## src/common/ebc_map.svh

```systemverilog
// field positions, segment widths and the reset value of the bus controller
// Notes on behaviour
// - single-chip or four external modes: 8/16-bit data, muxed or demuxed, 16-24 bit addr
// - demuxed: address on dedicated port, data on shared port, low byte for 8-bit
// - muxed: shared port carries address first, then data, each access
// - cycle time, tri-state time, latch-enable length and read/write delay programmable
// - four windows, each an address-select and bus-config pair with own timing
// - window 4 overrides 3, window 2 overrides 1 where they overlap
// - addresses outside all windows use the default bus configuration
// - five chip-selects: one per window plus one for the default region
// - unlatched chip-select bit bypasses filter; chip-selects decode straight from address
// - ready input from slow device stretches the access
// - hold-enable set: controller runs bus-request, hold-acknowledge and hold pins
// - master after reset, acknowledge output; direction bit 1 selects slave, acknowledge input
// - 1M, 256K, 64K space: segment port drives four, two or no lines
// - 16M space: segment port drives all eight upper lines
// - CAN lines on segment port win, segment limited to six or four bits
// - on-chip modules active only with enable bit; disabled ones take no space or pins
`ifndef EBC_MAP_SVH
`define EBC_MAP_SVH
// bus config fields
`define EBC_CFG_MCTC_LSB   0
`define EBC_CFG_MTTC_BIT   4
`define EBC_CFG_RWDC_BIT   5
`define EBC_CFG_ALECTL_BIT 6
`define EBC_CFG_MODE_LSB   7
`define EBC_CFG_RDYEN_BIT  9
`define EBC_CFG_BUSACT_BIT 10
// address select fields: range size in low nibble, start in upper bits
`define EBC_SEL_RGSZ_LSB   0
`define EBC_SEL_RGSAD_LSB  4
// system config bits
`define EBC_SYS_ONCHIP_MODULE_ENABLE_BIT   2
`define EBC_SYS_UNLATCHED_CS_ENABLE_BIT  6
// segment widths
`define EBC_SEG_FULL       4'h8
`define EBC_SEG_1M         4'h4
`define EBC_SEG_256K       4'h2
`define EBC_SEG_64K        4'h0
`define EBC_SEG_CAN1       4'h6
`define EBC_SEG_CAN2       4'h4
`define EBC_RESET_CFG      16'h0000
`endif

```

## src/common/ebc_pkg.sv

```systemverilog
// types of the bus controller
package ebc_pkg;
  typedef enum logic [1:0] {EBC_DMX8, EBC_MUX8, EBC_DMX16, EBC_MUX16} ebc_mode_t;
  typedef enum logic [1:0] {EBC_SP64K, EBC_SP256K, EBC_SP1M, EBC_SP16M} ebc_space_t;
  typedef enum logic [2:0] {
    EBC_IDLE, EBC_ADDR, EBC_DELAY, EBC_DATA, EBC_TRI, EBC_HELD
  } ebc_state_t;
endpackage : ebc_pkg

```

## src/rtl/ebc_window.sv

```systemverilog
// one address window compare
`timescale 1ns/1ps
`default_nettype none
`include "ebc_map.svh"
module ebc_window #(
  parameter int AW = 24
) (
  // window setup
  input  wire logic [15:0] sel,
  input  wire logic        act,
  // address
  input  wire logic [AW-1:0] addr,
  output logic             hit
);
  // range size n gives a 4K << n window aligned to its size
  logic [3:0]  rgsz;
  logic [11:0] start;
  logic [23:0] mask;
  always_comb begin
    rgsz  = sel[`EBC_SEL_RGSZ_LSB +: 4];
    start = sel[`EBC_SEL_RGSAD_LSB +: 12];
    mask  = 24'hFFFFFF << (12 + rgsz);
    hit   = act && (((24'(addr) ^ {start, 12'h000}) & mask) == 24'h000000);
  end
endmodule : ebc_window
`default_nettype wire

```

## src/rtl/ebc_arbiter.sv

```systemverilog
// hold / acknowledge arbitration
`timescale 1ns/1ps
`default_nettype none
module ebc_arbiter (
  // clock and reset
  input  wire logic clk,
  input  wire logic rst,
  // control
  input  wire logic hold_enable,
  input  wire logic slave_mode,
  input  wire logic cycle_idle,
  // pins
  input  wire logic hold_n,
  input  wire logic ack_in_n,
  output logic      ack_out_n,
  output logic      ack_oe,
  output logic      req_n,
  output logic      req_oe,
  // to controller
  output logic      bus_float,
  output logic      grant_pending
);
  typedef struct packed {
    logic granted;
    logic req;
  } ebc_arb_t;
  ebc_arb_t s_r, s_nxt;
  always_comb begin
    s_nxt = s_r;
    if (!hold_enable) begin
      s_nxt = '0;
    end else if (!slave_mode) begin
      // grant only once the cycle has ended
      if (!hold_n && cycle_idle) begin
        s_nxt.granted = 1'b1;
      end else if (hold_n) begin
        s_nxt.granted = 1'b0;
      end
      s_nxt.req = 1'b0;
    end else begin
      // slave: ask for bus while not owning it; float unless acknowledged
      s_nxt.granted = ack_in_n;
      s_nxt.req     = ack_in_n;
    end
  end
  always_ff @(posedge clk) begin
    if (rst) begin
      s_r <= '0;
    end else begin
      s_r <= s_nxt;
    end
  end
  // gated by enable: the grant bit lags one cycle when arbitration is switched off
  assign ack_out_n     = ~(s_r.granted && hold_enable && !slave_mode);
  assign ack_oe        = hold_enable && !slave_mode;
  assign req_n         = ~s_r.req;
  assign req_oe        = hold_enable;
  assign bus_float     = s_r.granted;
  assign grant_pending = hold_enable && !slave_mode && !hold_n;
endmodule : ebc_arbiter
`default_nettype wire

```

## src/rtl/ebc_ctrl.sv

```systemverilog
// external bus controller top
`timescale 1ns/1ps
`default_nettype none
`include "ebc_map.svh"
module ebc_ctrl #(
  parameter int AW = 24,
  parameter int NW = 4
) (
  // clock and reset
  input  wire logic          MCLK,
  input  wire logic          RST,
  // configuration
  input  wire logic          EXT_BUS_EN,
  input  wire logic [15:0]   DEFAULT_BUS_CONFIG,
  input  wire logic [15:0]   WINDOW_BUS_CONFIG [NW],
  input  wire logic [15:0]   WINDOW_ADDR_SELECT [NW],
  input  wire logic [15:0]   SYSTEM_CONFIG_REG,
  input  wire logic [1:0]    ADDR_SPACE,
  input  wire logic [1:0]    CAN_ON_SEG,
  input  wire logic [1:0]    ONCHIP_MODULE_SELECT,
  input  wire logic          HOLD_ENABLE,
  input  wire logic          PORT6_PIN7_DIRECTION,
  // core request
  input  wire logic          REQ,
  input  wire logic          WR,
  input  wire logic [AW-1:0] ADDR,
  input  wire logic [15:0]   WDATA,
  output logic               ACK,
  output logic [15:0]        RDATA,
  output logic               BUSY,
  // on-chip module enables
  output logic [1:0]         ONCHIP_MODULE_ACTIVE,
  // shared and dedicated ports
  input  wire logic [15:0]   SHARED_IN,
  output logic [15:0]        SHARED_OUT,
  output logic [15:0]        SHARED_OE,
  output logic [15:0]        DEDICATED_ADDRESS_PORT,
  output logic               DEDICATED_OE,
  output logic [7:0]         SEG_ADDR,
  output logic [7:0]         SEG_OE,
  // strobes
  output logic               ALE,
  output logic               RD_N,
  output logic               WR_N,
  output logic [4:0]         CS_N,
  input  wire logic          READY_N,
  // arbitration
  input  wire logic          HOLD_N,
  input  wire logic          HOLD_ACK_IN_N,
  output logic               HOLD_ACKNOWLEDGE_N,
  output logic               HOLD_ACK_OE,
  output logic               BUS_REQUEST_N,
  output logic               BUS_REQUEST_OE
);
  typedef struct packed {
    ebc_pkg::ebc_state_t st;
    logic [3:0]          cnt;
    logic [15:0]         cfg;
    logic [AW-1:0]       adr;
    logic [15:0]         wd;
    logic                wr;
    logic [15:0]         rd;
    logic                ack;
    logic [4:0]          cs_n;
    logic                ale;
    logic                rd_n;
    logic                wr_n;
  } ebc_state_r_t;
  ebc_state_r_t s_r, s_nxt;

  logic [NW-1:0] hit;
  logic [4:0]    cs_dec;
  logic [15:0]   sel_cfg;
  logic          bus_float;
  logic          grant_pending;
  logic          cycle_idle;

  genvar gi;
  generate
    for (gi = 0; gi < NW; gi++) begin : g_win
      ebc_window #(.AW(AW)) u_win (
        .sel  (WINDOW_ADDR_SELECT[gi]),
        .act  (WINDOW_BUS_CONFIG[gi][`EBC_CFG_BUSACT_BIT]),
        .addr (ADDR),
        .hit  (hit[gi])
      );
    end
  endgenerate

  // index 3 is window 4; higher pair outranks lower
  always_comb begin
    cs_dec  = 5'h1F;
    sel_cfg = DEFAULT_BUS_CONFIG;
    if (hit[3]) begin
      sel_cfg = WINDOW_BUS_CONFIG[3];
      cs_dec  = 5'h1F & ~5'h10;
    end else if (hit[2]) begin
      sel_cfg = WINDOW_BUS_CONFIG[2];
      cs_dec  = 5'h1F & ~5'h08;
    end else if (hit[1]) begin
      sel_cfg = WINDOW_BUS_CONFIG[1];
      cs_dec  = 5'h1F & ~5'h04;
    end else if (hit[0]) begin
      sel_cfg = WINDOW_BUS_CONFIG[0];
      cs_dec  = 5'h1F & ~5'h02;
    end else begin
      cs_dec  = 5'h1E;
    end
  end

  ebc_arbiter u_arb (
    .clk           (MCLK),
    .rst           (RST),
    .hold_enable   (HOLD_ENABLE),
    .slave_mode    (PORT6_PIN7_DIRECTION),
    .cycle_idle    (cycle_idle),
    .hold_n        (HOLD_N),
    .ack_in_n      (HOLD_ACK_IN_N),
    .ack_out_n     (HOLD_ACKNOWLEDGE_N),
    .ack_oe        (HOLD_ACK_OE),
    .req_n         (BUS_REQUEST_N),
    .req_oe        (BUS_REQUEST_OE),
    .bus_float     (bus_float),
    .grant_pending (grant_pending)
  );

  function automatic logic is_mux(input logic [15:0] c);
    is_mux = c[`EBC_CFG_MODE_LSB];
  endfunction : is_mux

  function automatic logic is_16(input logic [15:0] c);
    is_16 = c[`EBC_CFG_MODE_LSB + 1];
  endfunction : is_16

  assign cycle_idle = (s_r.st == ebc_pkg::EBC_IDLE);

  always_comb begin
    s_nxt     = s_r;
    s_nxt.ack = 1'b0;
    case (s_r.st)
      ebc_pkg::EBC_IDLE: begin
        s_nxt.cs_n = 5'h1F;
        if (bus_float) begin
          s_nxt.st = ebc_pkg::EBC_HELD;
        end else if (REQ && EXT_BUS_EN && !grant_pending) begin
          s_nxt.st   = ebc_pkg::EBC_ADDR;
          s_nxt.cfg  = sel_cfg;
          s_nxt.adr  = ADDR;
          s_nxt.wd   = WDATA;
          s_nxt.wr   = WR;
          s_nxt.ale  = 1'b1;
          s_nxt.cs_n = cs_dec;
          s_nxt.cnt  = sel_cfg[`EBC_CFG_ALECTL_BIT] ? 4'h1 : 4'h0;
        end
      end
      ebc_pkg::EBC_ADDR: begin
        if (s_r.cnt != 4'h0) begin
          s_nxt.cnt = s_r.cnt - 4'h1;
        end else begin
          s_nxt.ale = 1'b0;
          s_nxt.st  = ebc_pkg::EBC_DELAY;
          s_nxt.cnt = s_r.cfg[`EBC_CFG_RWDC_BIT] ? 4'h0 : 4'h1;
        end
      end
      ebc_pkg::EBC_DELAY: begin
        if (s_r.cnt != 4'h0) begin
          s_nxt.cnt = s_r.cnt - 4'h1;
        end else begin
          s_nxt.st   = ebc_pkg::EBC_DATA;
          s_nxt.rd_n = s_r.wr;
          s_nxt.wr_n = !s_r.wr;
          s_nxt.cnt  = s_r.cfg[`EBC_CFG_MCTC_LSB +: 4];
        end
      end
      ebc_pkg::EBC_DATA: begin
        if (s_r.cnt != 4'h0) begin
          s_nxt.cnt = s_r.cnt - 4'h1;
        end else if (!s_r.cfg[`EBC_CFG_RDYEN_BIT] || !READY_N) begin
          s_nxt.rd   = is_16(s_r.cfg) ? SHARED_IN : {8'h00, SHARED_IN[7:0]};
          s_nxt.ack  = 1'b1;
          s_nxt.rd_n = 1'b1;
          s_nxt.wr_n = 1'b1;
          s_nxt.cs_n = 5'h1F;
          s_nxt.st   = ebc_pkg::EBC_TRI;
          s_nxt.cnt  = s_r.cfg[`EBC_CFG_MTTC_BIT] ? 4'h0 : 4'h1;
        end
      end
      ebc_pkg::EBC_TRI: begin
        if (s_r.cnt != 4'h0) begin
          s_nxt.cnt = s_r.cnt - 4'h1;
        end else begin
          s_nxt.st = ebc_pkg::EBC_IDLE;
        end
      end
      ebc_pkg::EBC_HELD: begin
        if (!bus_float) begin
          s_nxt.st = ebc_pkg::EBC_IDLE;
        end
      end
      default: begin
        s_nxt.st = ebc_pkg::EBC_IDLE;
      end
    endcase
  end

  always_ff @(posedge MCLK) begin
    if (RST) begin
      s_r      <= '0;
      s_r.st   <= ebc_pkg::EBC_IDLE;
      s_r.cs_n <= 5'h1F;
      s_r.rd_n <= 1'b1;
      s_r.wr_n <= 1'b1;
    end else begin
      s_r <= s_nxt;
    end
  end

  logic unlatched;
  logic drive;
  logic addr_phase;
  logic [3:0] seg_w;
  assign unlatched  = SYSTEM_CONFIG_REG[`EBC_SYS_UNLATCHED_CS_ENABLE_BIT];
  assign drive      = EXT_BUS_EN && !bus_float;
  assign addr_phase = (s_r.st == ebc_pkg::EBC_ADDR) || (s_r.st == ebc_pkg::EBC_DELAY);

  always_comb begin
    SHARED_OUT = 16'h0000;
    SHARED_OE  = 16'h0000;
    if (drive && !cycle_idle && s_r.st != ebc_pkg::EBC_TRI) begin
      if (is_mux(s_r.cfg) && addr_phase) begin
        SHARED_OUT = s_r.adr[15:0];
        SHARED_OE  = 16'hFFFF;
      end else if (s_r.wr && s_r.st == ebc_pkg::EBC_DATA) begin
        SHARED_OUT = s_r.wd;
        SHARED_OE  = is_16(s_r.cfg) ? 16'hFFFF : 16'h00FF;
      end
    end
  end

  always_comb begin
    case (ebc_pkg::ebc_space_t'(ADDR_SPACE))
      ebc_pkg::EBC_SP16M:  seg_w = `EBC_SEG_FULL;
      ebc_pkg::EBC_SP1M:   seg_w = `EBC_SEG_1M;
      ebc_pkg::EBC_SP256K: seg_w = `EBC_SEG_256K;
      default:             seg_w = `EBC_SEG_64K;
    endcase
    // CAN lines take the top pins first
    if (CAN_ON_SEG[1] && seg_w > `EBC_SEG_CAN2) begin
      seg_w = `EBC_SEG_CAN2;
    end else if (CAN_ON_SEG[0] && seg_w > `EBC_SEG_CAN1) begin
      seg_w = `EBC_SEG_CAN1;
    end
  end

  always_comb begin
    for (int i = 0; i < 8; i++) begin
      SEG_OE[i] = drive && (i < 32'(seg_w));
    end
    SEG_ADDR = s_r.adr[23:16] & SEG_OE;
  end

  assign DEDICATED_ADDRESS_PORT = is_mux(s_r.cfg) ? 16'h0000 : s_r.adr[15:0];
  assign DEDICATED_OE           = drive && !is_mux(s_r.cfg);
  assign ALE    = s_r.ale;
  assign RD_N   = s_r.rd_n;
  assign WR_N   = s_r.wr_n;
  // unlatched: decode live address, no filter on the registered select
  assign CS_N   = !drive ? 5'h1F : (unlatched ? cs_dec : s_r.cs_n);
  assign ACK    = s_r.ack;
  assign RDATA  = s_r.rd;
  assign BUSY   = !cycle_idle;
  assign ONCHIP_MODULE_ACTIVE = SYSTEM_CONFIG_REG[`EBC_SYS_ONCHIP_MODULE_ENABLE_BIT] ?
                                ONCHIP_MODULE_SELECT : 2'b00;

  a_ack_one_cycle: assert property (@(posedge MCLK) disable iff (RST)
    ACK |=> !ACK) else $error("ack held two cycles");
  a_ready_stall: assert property (@(posedge MCLK) disable iff (RST)
    (s_r.st == ebc_pkg::EBC_DATA && s_r.cnt == 4'h0 && s_r.cfg[9] && READY_N)
    |=> !ACK) else $error("ack without ready");
  a_hold_float: assert property (@(posedge MCLK) disable iff (RST)
    !HOLD_ACKNOWLEDGE_N |-> (SHARED_OE == 16'h0000 && !DEDICATED_OE))
    else $error("bus driven while held");
  a_master_ack_out: assert property (@(posedge MCLK) disable iff (RST)
    (HOLD_ENABLE && !PORT6_PIN7_DIRECTION) |-> HOLD_ACK_OE)
    else $error("ack pin not driven in master");
  a_slave_ack_in: assert property (@(posedge MCLK) disable iff (RST)
    PORT6_PIN7_DIRECTION |-> !HOLD_ACK_OE) else $error("ack driven in slave");
  a_module_gate: assert property (@(posedge MCLK) disable iff (RST)
    !SYSTEM_CONFIG_REG[2] |-> ONCHIP_MODULE_ACTIVE == 2'b00)
    else $error("module active while disabled");
  a_seg_full: assert property (@(posedge MCLK) disable iff (RST)
    (ADDR_SPACE == 2'b11 && CAN_ON_SEG == 2'b00 && drive) |-> SEG_OE == 8'hFF)
    else $error("segment not full width");
  a_cs_latched_idle: assert property (@(posedge MCLK) disable iff (RST)
    (cycle_idle && !unlatched) |-> CS_N == 5'h1F)
    else $error("latched select active while idle");
  a_cs_one_hot: assert property (@(posedge MCLK) disable iff (RST)
    $countones(~CS_N) <= 1) else $error("two chip selects active");
  a_ale_start: assert property (@(posedge MCLK) disable iff (RST)
    (s_r.st == ebc_pkg::EBC_IDLE && $past(s_r.st) == ebc_pkg::EBC_TRI) |-> !ALE)
    else $error("latch enable outside address phase");
endmodule : ebc_ctrl
`default_nettype wire

```

## config.mk

```make
export PLATFORM = sky130hd
export DESIGN_NAME = ebc_ctrl
export DESIGN_NICKNAME = d
export VERILOG_FILES = /design/src/common/ebc_pkg.sv /design/src/rtl/ebc_window.sv /design/src/rtl/ebc_arbiter.sv /design/src/rtl/ebc_ctrl.sv
export VERILOG_INCLUDE_DIRS = /design/src /design/src/common
export SDC_FILE = /design/constraint.sdc
export NUM_CORES = 1
export LEC_CHECK = 0
export BUFFER_PORTS_ARGS = -buffer_cell sky130_fd_sc_hd__buf_2
export CORE_AREA = 2 2 126 128
export DETAILED_ROUTE_END_ITERATION = 10
export DIE_AREA = 0 0 128 130
export PLACE_DENSITY = 0.85
export SETUP_SLACK_MARGIN = 0.1
export SLEW_MARGIN = 20
export SYNTH_ARGS = -nofsm -noshare
export SYNTH_HDL_FRONTEND = slang
export SYNTH_SLANG_ARGS = --single-unit
```

## constraint.sdc

```tcl
create_clock -name MCLK -period 11.4 [get_ports MCLK]
set_input_delay 2.28 -clock MCLK [delete_from_list [all_inputs] [get_ports MCLK]]
set_output_delay 2.28 -clock MCLK [all_outputs]
set_load 0.01 [all_outputs]
```

==> summary.txt <==
Die
  – Number of standard-cell rows in the floorplan: 46
  – Floorplan die area: 0.0166 mm2
  – Height of the die: 130 um
  – Standard cell core area: 0.0154 mm2
  – X dimension of the die: 128 um
  – Effective utilization at floorplan: 0.415
  – Number of top-level pins: 329

Timing
  – Minimum period implied by the final worst setup slack: 7590 ps
  – Number of pins with negative max-slew slack in the final report: 0
  – Final cycle utilization of the critical path: 0.665
  – Worst-case clock skew: 8.39 ps
  – RSZ-0062 raised after global routing: false
  – Transition time of the tightest slew-check pin: 1090 ps
  – Setup total negative slack: 0 ps
  – Achievable Freq: 132 MHz
  – Number of hold-slack violations in the final timing report: 0
  – Relative slew margins: 0.268
  – Final setup violation count: 0

Run
  – Max Cap Viol: 0

Place
  – Global placer's final weighted congestion: 0.942
  – Cell Area, Placed: 0.00760 mm2
  – Quantity of I/O buffers inserted on ports: 288
  – Placed wire-length estimate: 17.0 mm
  – Count of placed standard cells including taps: 1,256

Worst setup path
  – Highest fanout seen on the critical path: 15
  – Sort of element at the end of the critical path: output pin
  – Data arrival time at the worst-slack endpoint: 5310 ps
  – CP required: 9120 ps
  – Type of origin of the critical path: primary input
  – Kind of critical path: primary input to output pin

Detailed routing
  – Number of violations reported at the end of detailed-routing iteration 0: 507
  – Total Wirelength: 22.4 mm
  – DR vias/cell: 5.65
  – Total number of vias: 7,183
  – Wire length per cell: 17.6 um
  – Number of iterations in the first detailed-routing pass: 6
  – Post-route DRC: 0
  – Number of routed nets with antenna violations: 0

Synth
  – Net count after synthesis: 1,119
  – Mean area per synthesized cell: 7.35 um2
  – Yosys synthesis warning count: 0
  – Multiplexer share of the synthesized area: 0.0297
  – Sequential cell area fraction in the yosys report: 0.263
  – Adder and majority gate portion of the synthesized area: 0.0332
  – Fraction of the mapped netlist area in simple logic gates: 0.235
  – Complex-gate fraction of the synthesized area: 0.265
  – Seq cells post-synth: 84
  – Dominant combinational cell family by area after synthesis: compound AO/OA/AOI/OAI gates
  – Area leader, netlist: sky130_fd_sc_hd__dfxtp_1
  – Dominant cells by area after synthesis: sky130_fd_sc_hd__dfxtp_1 (26%), sky130_fd_sc_hd__nand2_1 (8.3%), sky130_fd_sc_hd__a21oi_1 (7.3%)
  – Post-Synth XOR/XNOR Area: 0.0684
  – Main synth FF type: sky130_fd_sc_hd__dfxtp_1
  – Post-synth EDFFs: 0
  – Async S/R FF share, synth: 0
  – Fraction of synthesized cell area taken by the top area cell type: 0.263
  – Summed instance area of the synthesized netlist: 0.00640 mm2
  – Mapped Cells: 870
  – Netlist cell types: 75

Power and ir drop
  – Maximum resistive drop on vdd: 90.8 uV
  – PwrDens: 130 mW/mm2
  – Leakage component of the power: 3.50 nW

Finish
  – Fill cell count: 1,495
  – Share of post-route cells with drive strength above 1: 0.308
  – Fin area: 0.00794 mm2
  – Non-filler instance count after layout: 1,272
  – Antenna diode count: 0
  – Most frequent cells in the layout: sky130_fd_sc_hd__buf_2 (288), sky130_fd_sc_hd__nand2_1 (142), sky130_fd_sc_hd__a21oi_1 (93)
  – Final nets: 1,324
  – Most common library cell in the layout ignoring fill and taps: sky130_fd_sc_hd__buf_2
  – Post-synthesis to final-layout area growth: 24.0%

GRT
  – First-pass GRT wire length: 34.1 mm
  – Congestion Overflow GR: 0
  – Number of global-route vias before repair: 6,603
  – Total track usage: 0.260
  – Pin count of the biggest net entering global routing: 85
  – Antenna violations before repair: 0

Clocking
  – CTS tree: yes
  – Clk slew on worst S/H paths: 60 ps
  – Clock network latency to the later pin of the worst-skew pair: 350 ps
  – Number of buffers added to fix hold violations after cts: 0
  – TritonCTS buffer count: 9
  – Htree depth: 3
  – Number of setup buffers added after CTS: 0
  – Root Buffer Master: sky130_fd_sc_hd__clkbuf_16
  – Clock Path Buffers: 2
  – Resized Gates After CTS: 0
  – Sinks on the clock net: 84

Hold path
  – Min-delay worst type: register to register

Outcome
  – Status: completed
## synth_stat cells (4+ instances only)
cell type / instances
sky130_fd_sc_hd__xnor2_1: 27
sky130_fd_sc_hd__a21oi_1: 93
sky130_fd_sc_hd__buf_2: 13
sky130_fd_sc_hd__inv_1: 28
sky130_fd_sc_hd__a31oi_1: 9
sky130_fd_sc_hd__o21ai_0: 12
sky130_fd_sc_hd__clkbuf_1: 48
sky130_fd_sc_hd__nand3b_1: 5
sky130_fd_sc_hd__a21boi_0: 10
sky130_fd_sc_hd__buf_4: 37
sky130_fd_sc_hd__nor2_1: 55
sky130_fd_sc_hd__a211oi_2: 5
sky130_fd_sc_hd__or2_1: 4
sky130_fd_sc_hd__nand2b_1: 12
sky130_fd_sc_hd__nand3_1: 21
sky130_fd_sc_hd__xor2_1: 23
sky130_fd_sc_hd__a22oi_1: 15
sky130_fd_sc_hd__o221ai_1: 5
sky130_fd_sc_hd__o21ai_1: 12
sky130_fd_sc_hd__a211oi_1: 8
sky130_fd_sc_hd__o211ai_1: 10
sky130_fd_sc_hd__o31ai_1: 10
sky130_fd_sc_hd__ha_1: 17
sky130_fd_sc_hd__dfxtp_1: 84
sky130_fd_sc_hd__o2111ai_1: 6
sky130_fd_sc_hd__a211o_1: 10
sky130_fd_sc_hd__mux2i_1: 19
sky130_fd_sc_hd__and3_1: 15
sky130_fd_sc_hd__o21a_1: 4
sky130_fd_sc_hd__nand2_1: 142
sky130_fd_sc_hd__a2111oi_0: 4
sky130_fd_sc_hd__nor3_1: 5
sky130_fd_sc_hd__o22ai_1: 9
sky130_fd_sc_hd__and2_1: 13
sky130_fd_sc_hd__nor2b_1: 22
## through the flow
stage | worst slack [ps] | hold slack (ps) | utilization | power, W
final | 3810 | 449 | 0.514 | 0.00103
after global routing | 3610 | 468 | 0.514 | 0.00109
after CTS | 3860 | 453 | 0.514 | 0.00103
after detailed placement | 3840 | 444 | 0.493 | 0.000698
after global placement | 3870 | 436 | 0.493 | 0.000690
after floorplan | 4460 | 432 | - | 0.000587
## final timing paths
check	start	to	slack [ps]	cells after the start
max reg2reg	s_r[82]	s_r[82]	8420	10
min	RDATA[11]	RDATA[11]	450	2
max	WINDOW_ADDR_SELECT[18]	CS_N[0]	3810	11
min reg2reg	RDATA[11]	RDATA[11]	450	2
## area by class of cell
class / instances / area [um2] / area share
Clock buffer: 10 / 239 / 0.0301
Timing Repair Buffer: 297 / 1510 / 0.190
Clock inverter: 6 / 95.1 / 0.0120
Multi-Input combinational cell: 652 / 4050 / 0.511
Sequential cell: 84 / 1680 / 0.212
Inverter: 31 / 116 / 0.0147
Tap cell: 192 / 240 / 0.0303
## registers in the layout, indices dropped and copies added, names as in the netlist
signal / flops
ACK: 1
ALE: 1
RDATA: 16
RD_N: 1
WR_N: 1
s_r: 62
u_arb.bus_float: 1
u_arb.s_r: 1
## routing by layer
layer / global-route usage / share of wire
met2: 0.454 / 0.47
met4: 0.119 / 0.040
met5: 0 / 0.00027
met3: 0.0418 / 0.075
met1: 0.317 / 0.41
## power breakdown
group	internal [W]	total [W]	switching (W)
Combinational	0.000136	0.000344	0.000209
Sequential	0.000321	0.000354	0.0000331
Clock	0.000200	0.000330	0.000129
Total	0.000657	0.00103	0.000371
## cells by family (layout without fill, tap and decap cells)
| group | count (synthesis) | in the layout |
|---|---|---|
| AND/OR/NAND/NOR | 315 | 315 |
| AO/OA/AOI/OAI | 251 | 251 |
| flip-flops | 84 | 84 |
| multiplexers | 19 | 19 |
| buffers and inverters | 134 | 344 |
| adder cells (fa/ha/maj) | 17 | 17 |
| XOR/XNOR | 50 | 50 |
## critical path: stages
cell,delay (ps)
sky130_fd_sc_hd__buf_2,230
sky130_fd_sc_hd__inv_2,90
sky130_fd_sc_hd__ha_1,450
sky130_fd_sc_hd__and2_4,230
sky130_fd_sc_hd__a221o_1,320
sky130_fd_sc_hd__a211o_1,270
sky130_fd_sc_hd__or4b_4,650
sky130_fd_sc_hd__a21boi_4,240
sky130_fd_sc_hd__and3_1,270
sky130_fd_sc_hd__o21ai_1,120
sky130_fd_sc_hd__buf_2,140
Power figures use the tool's default switching activity.
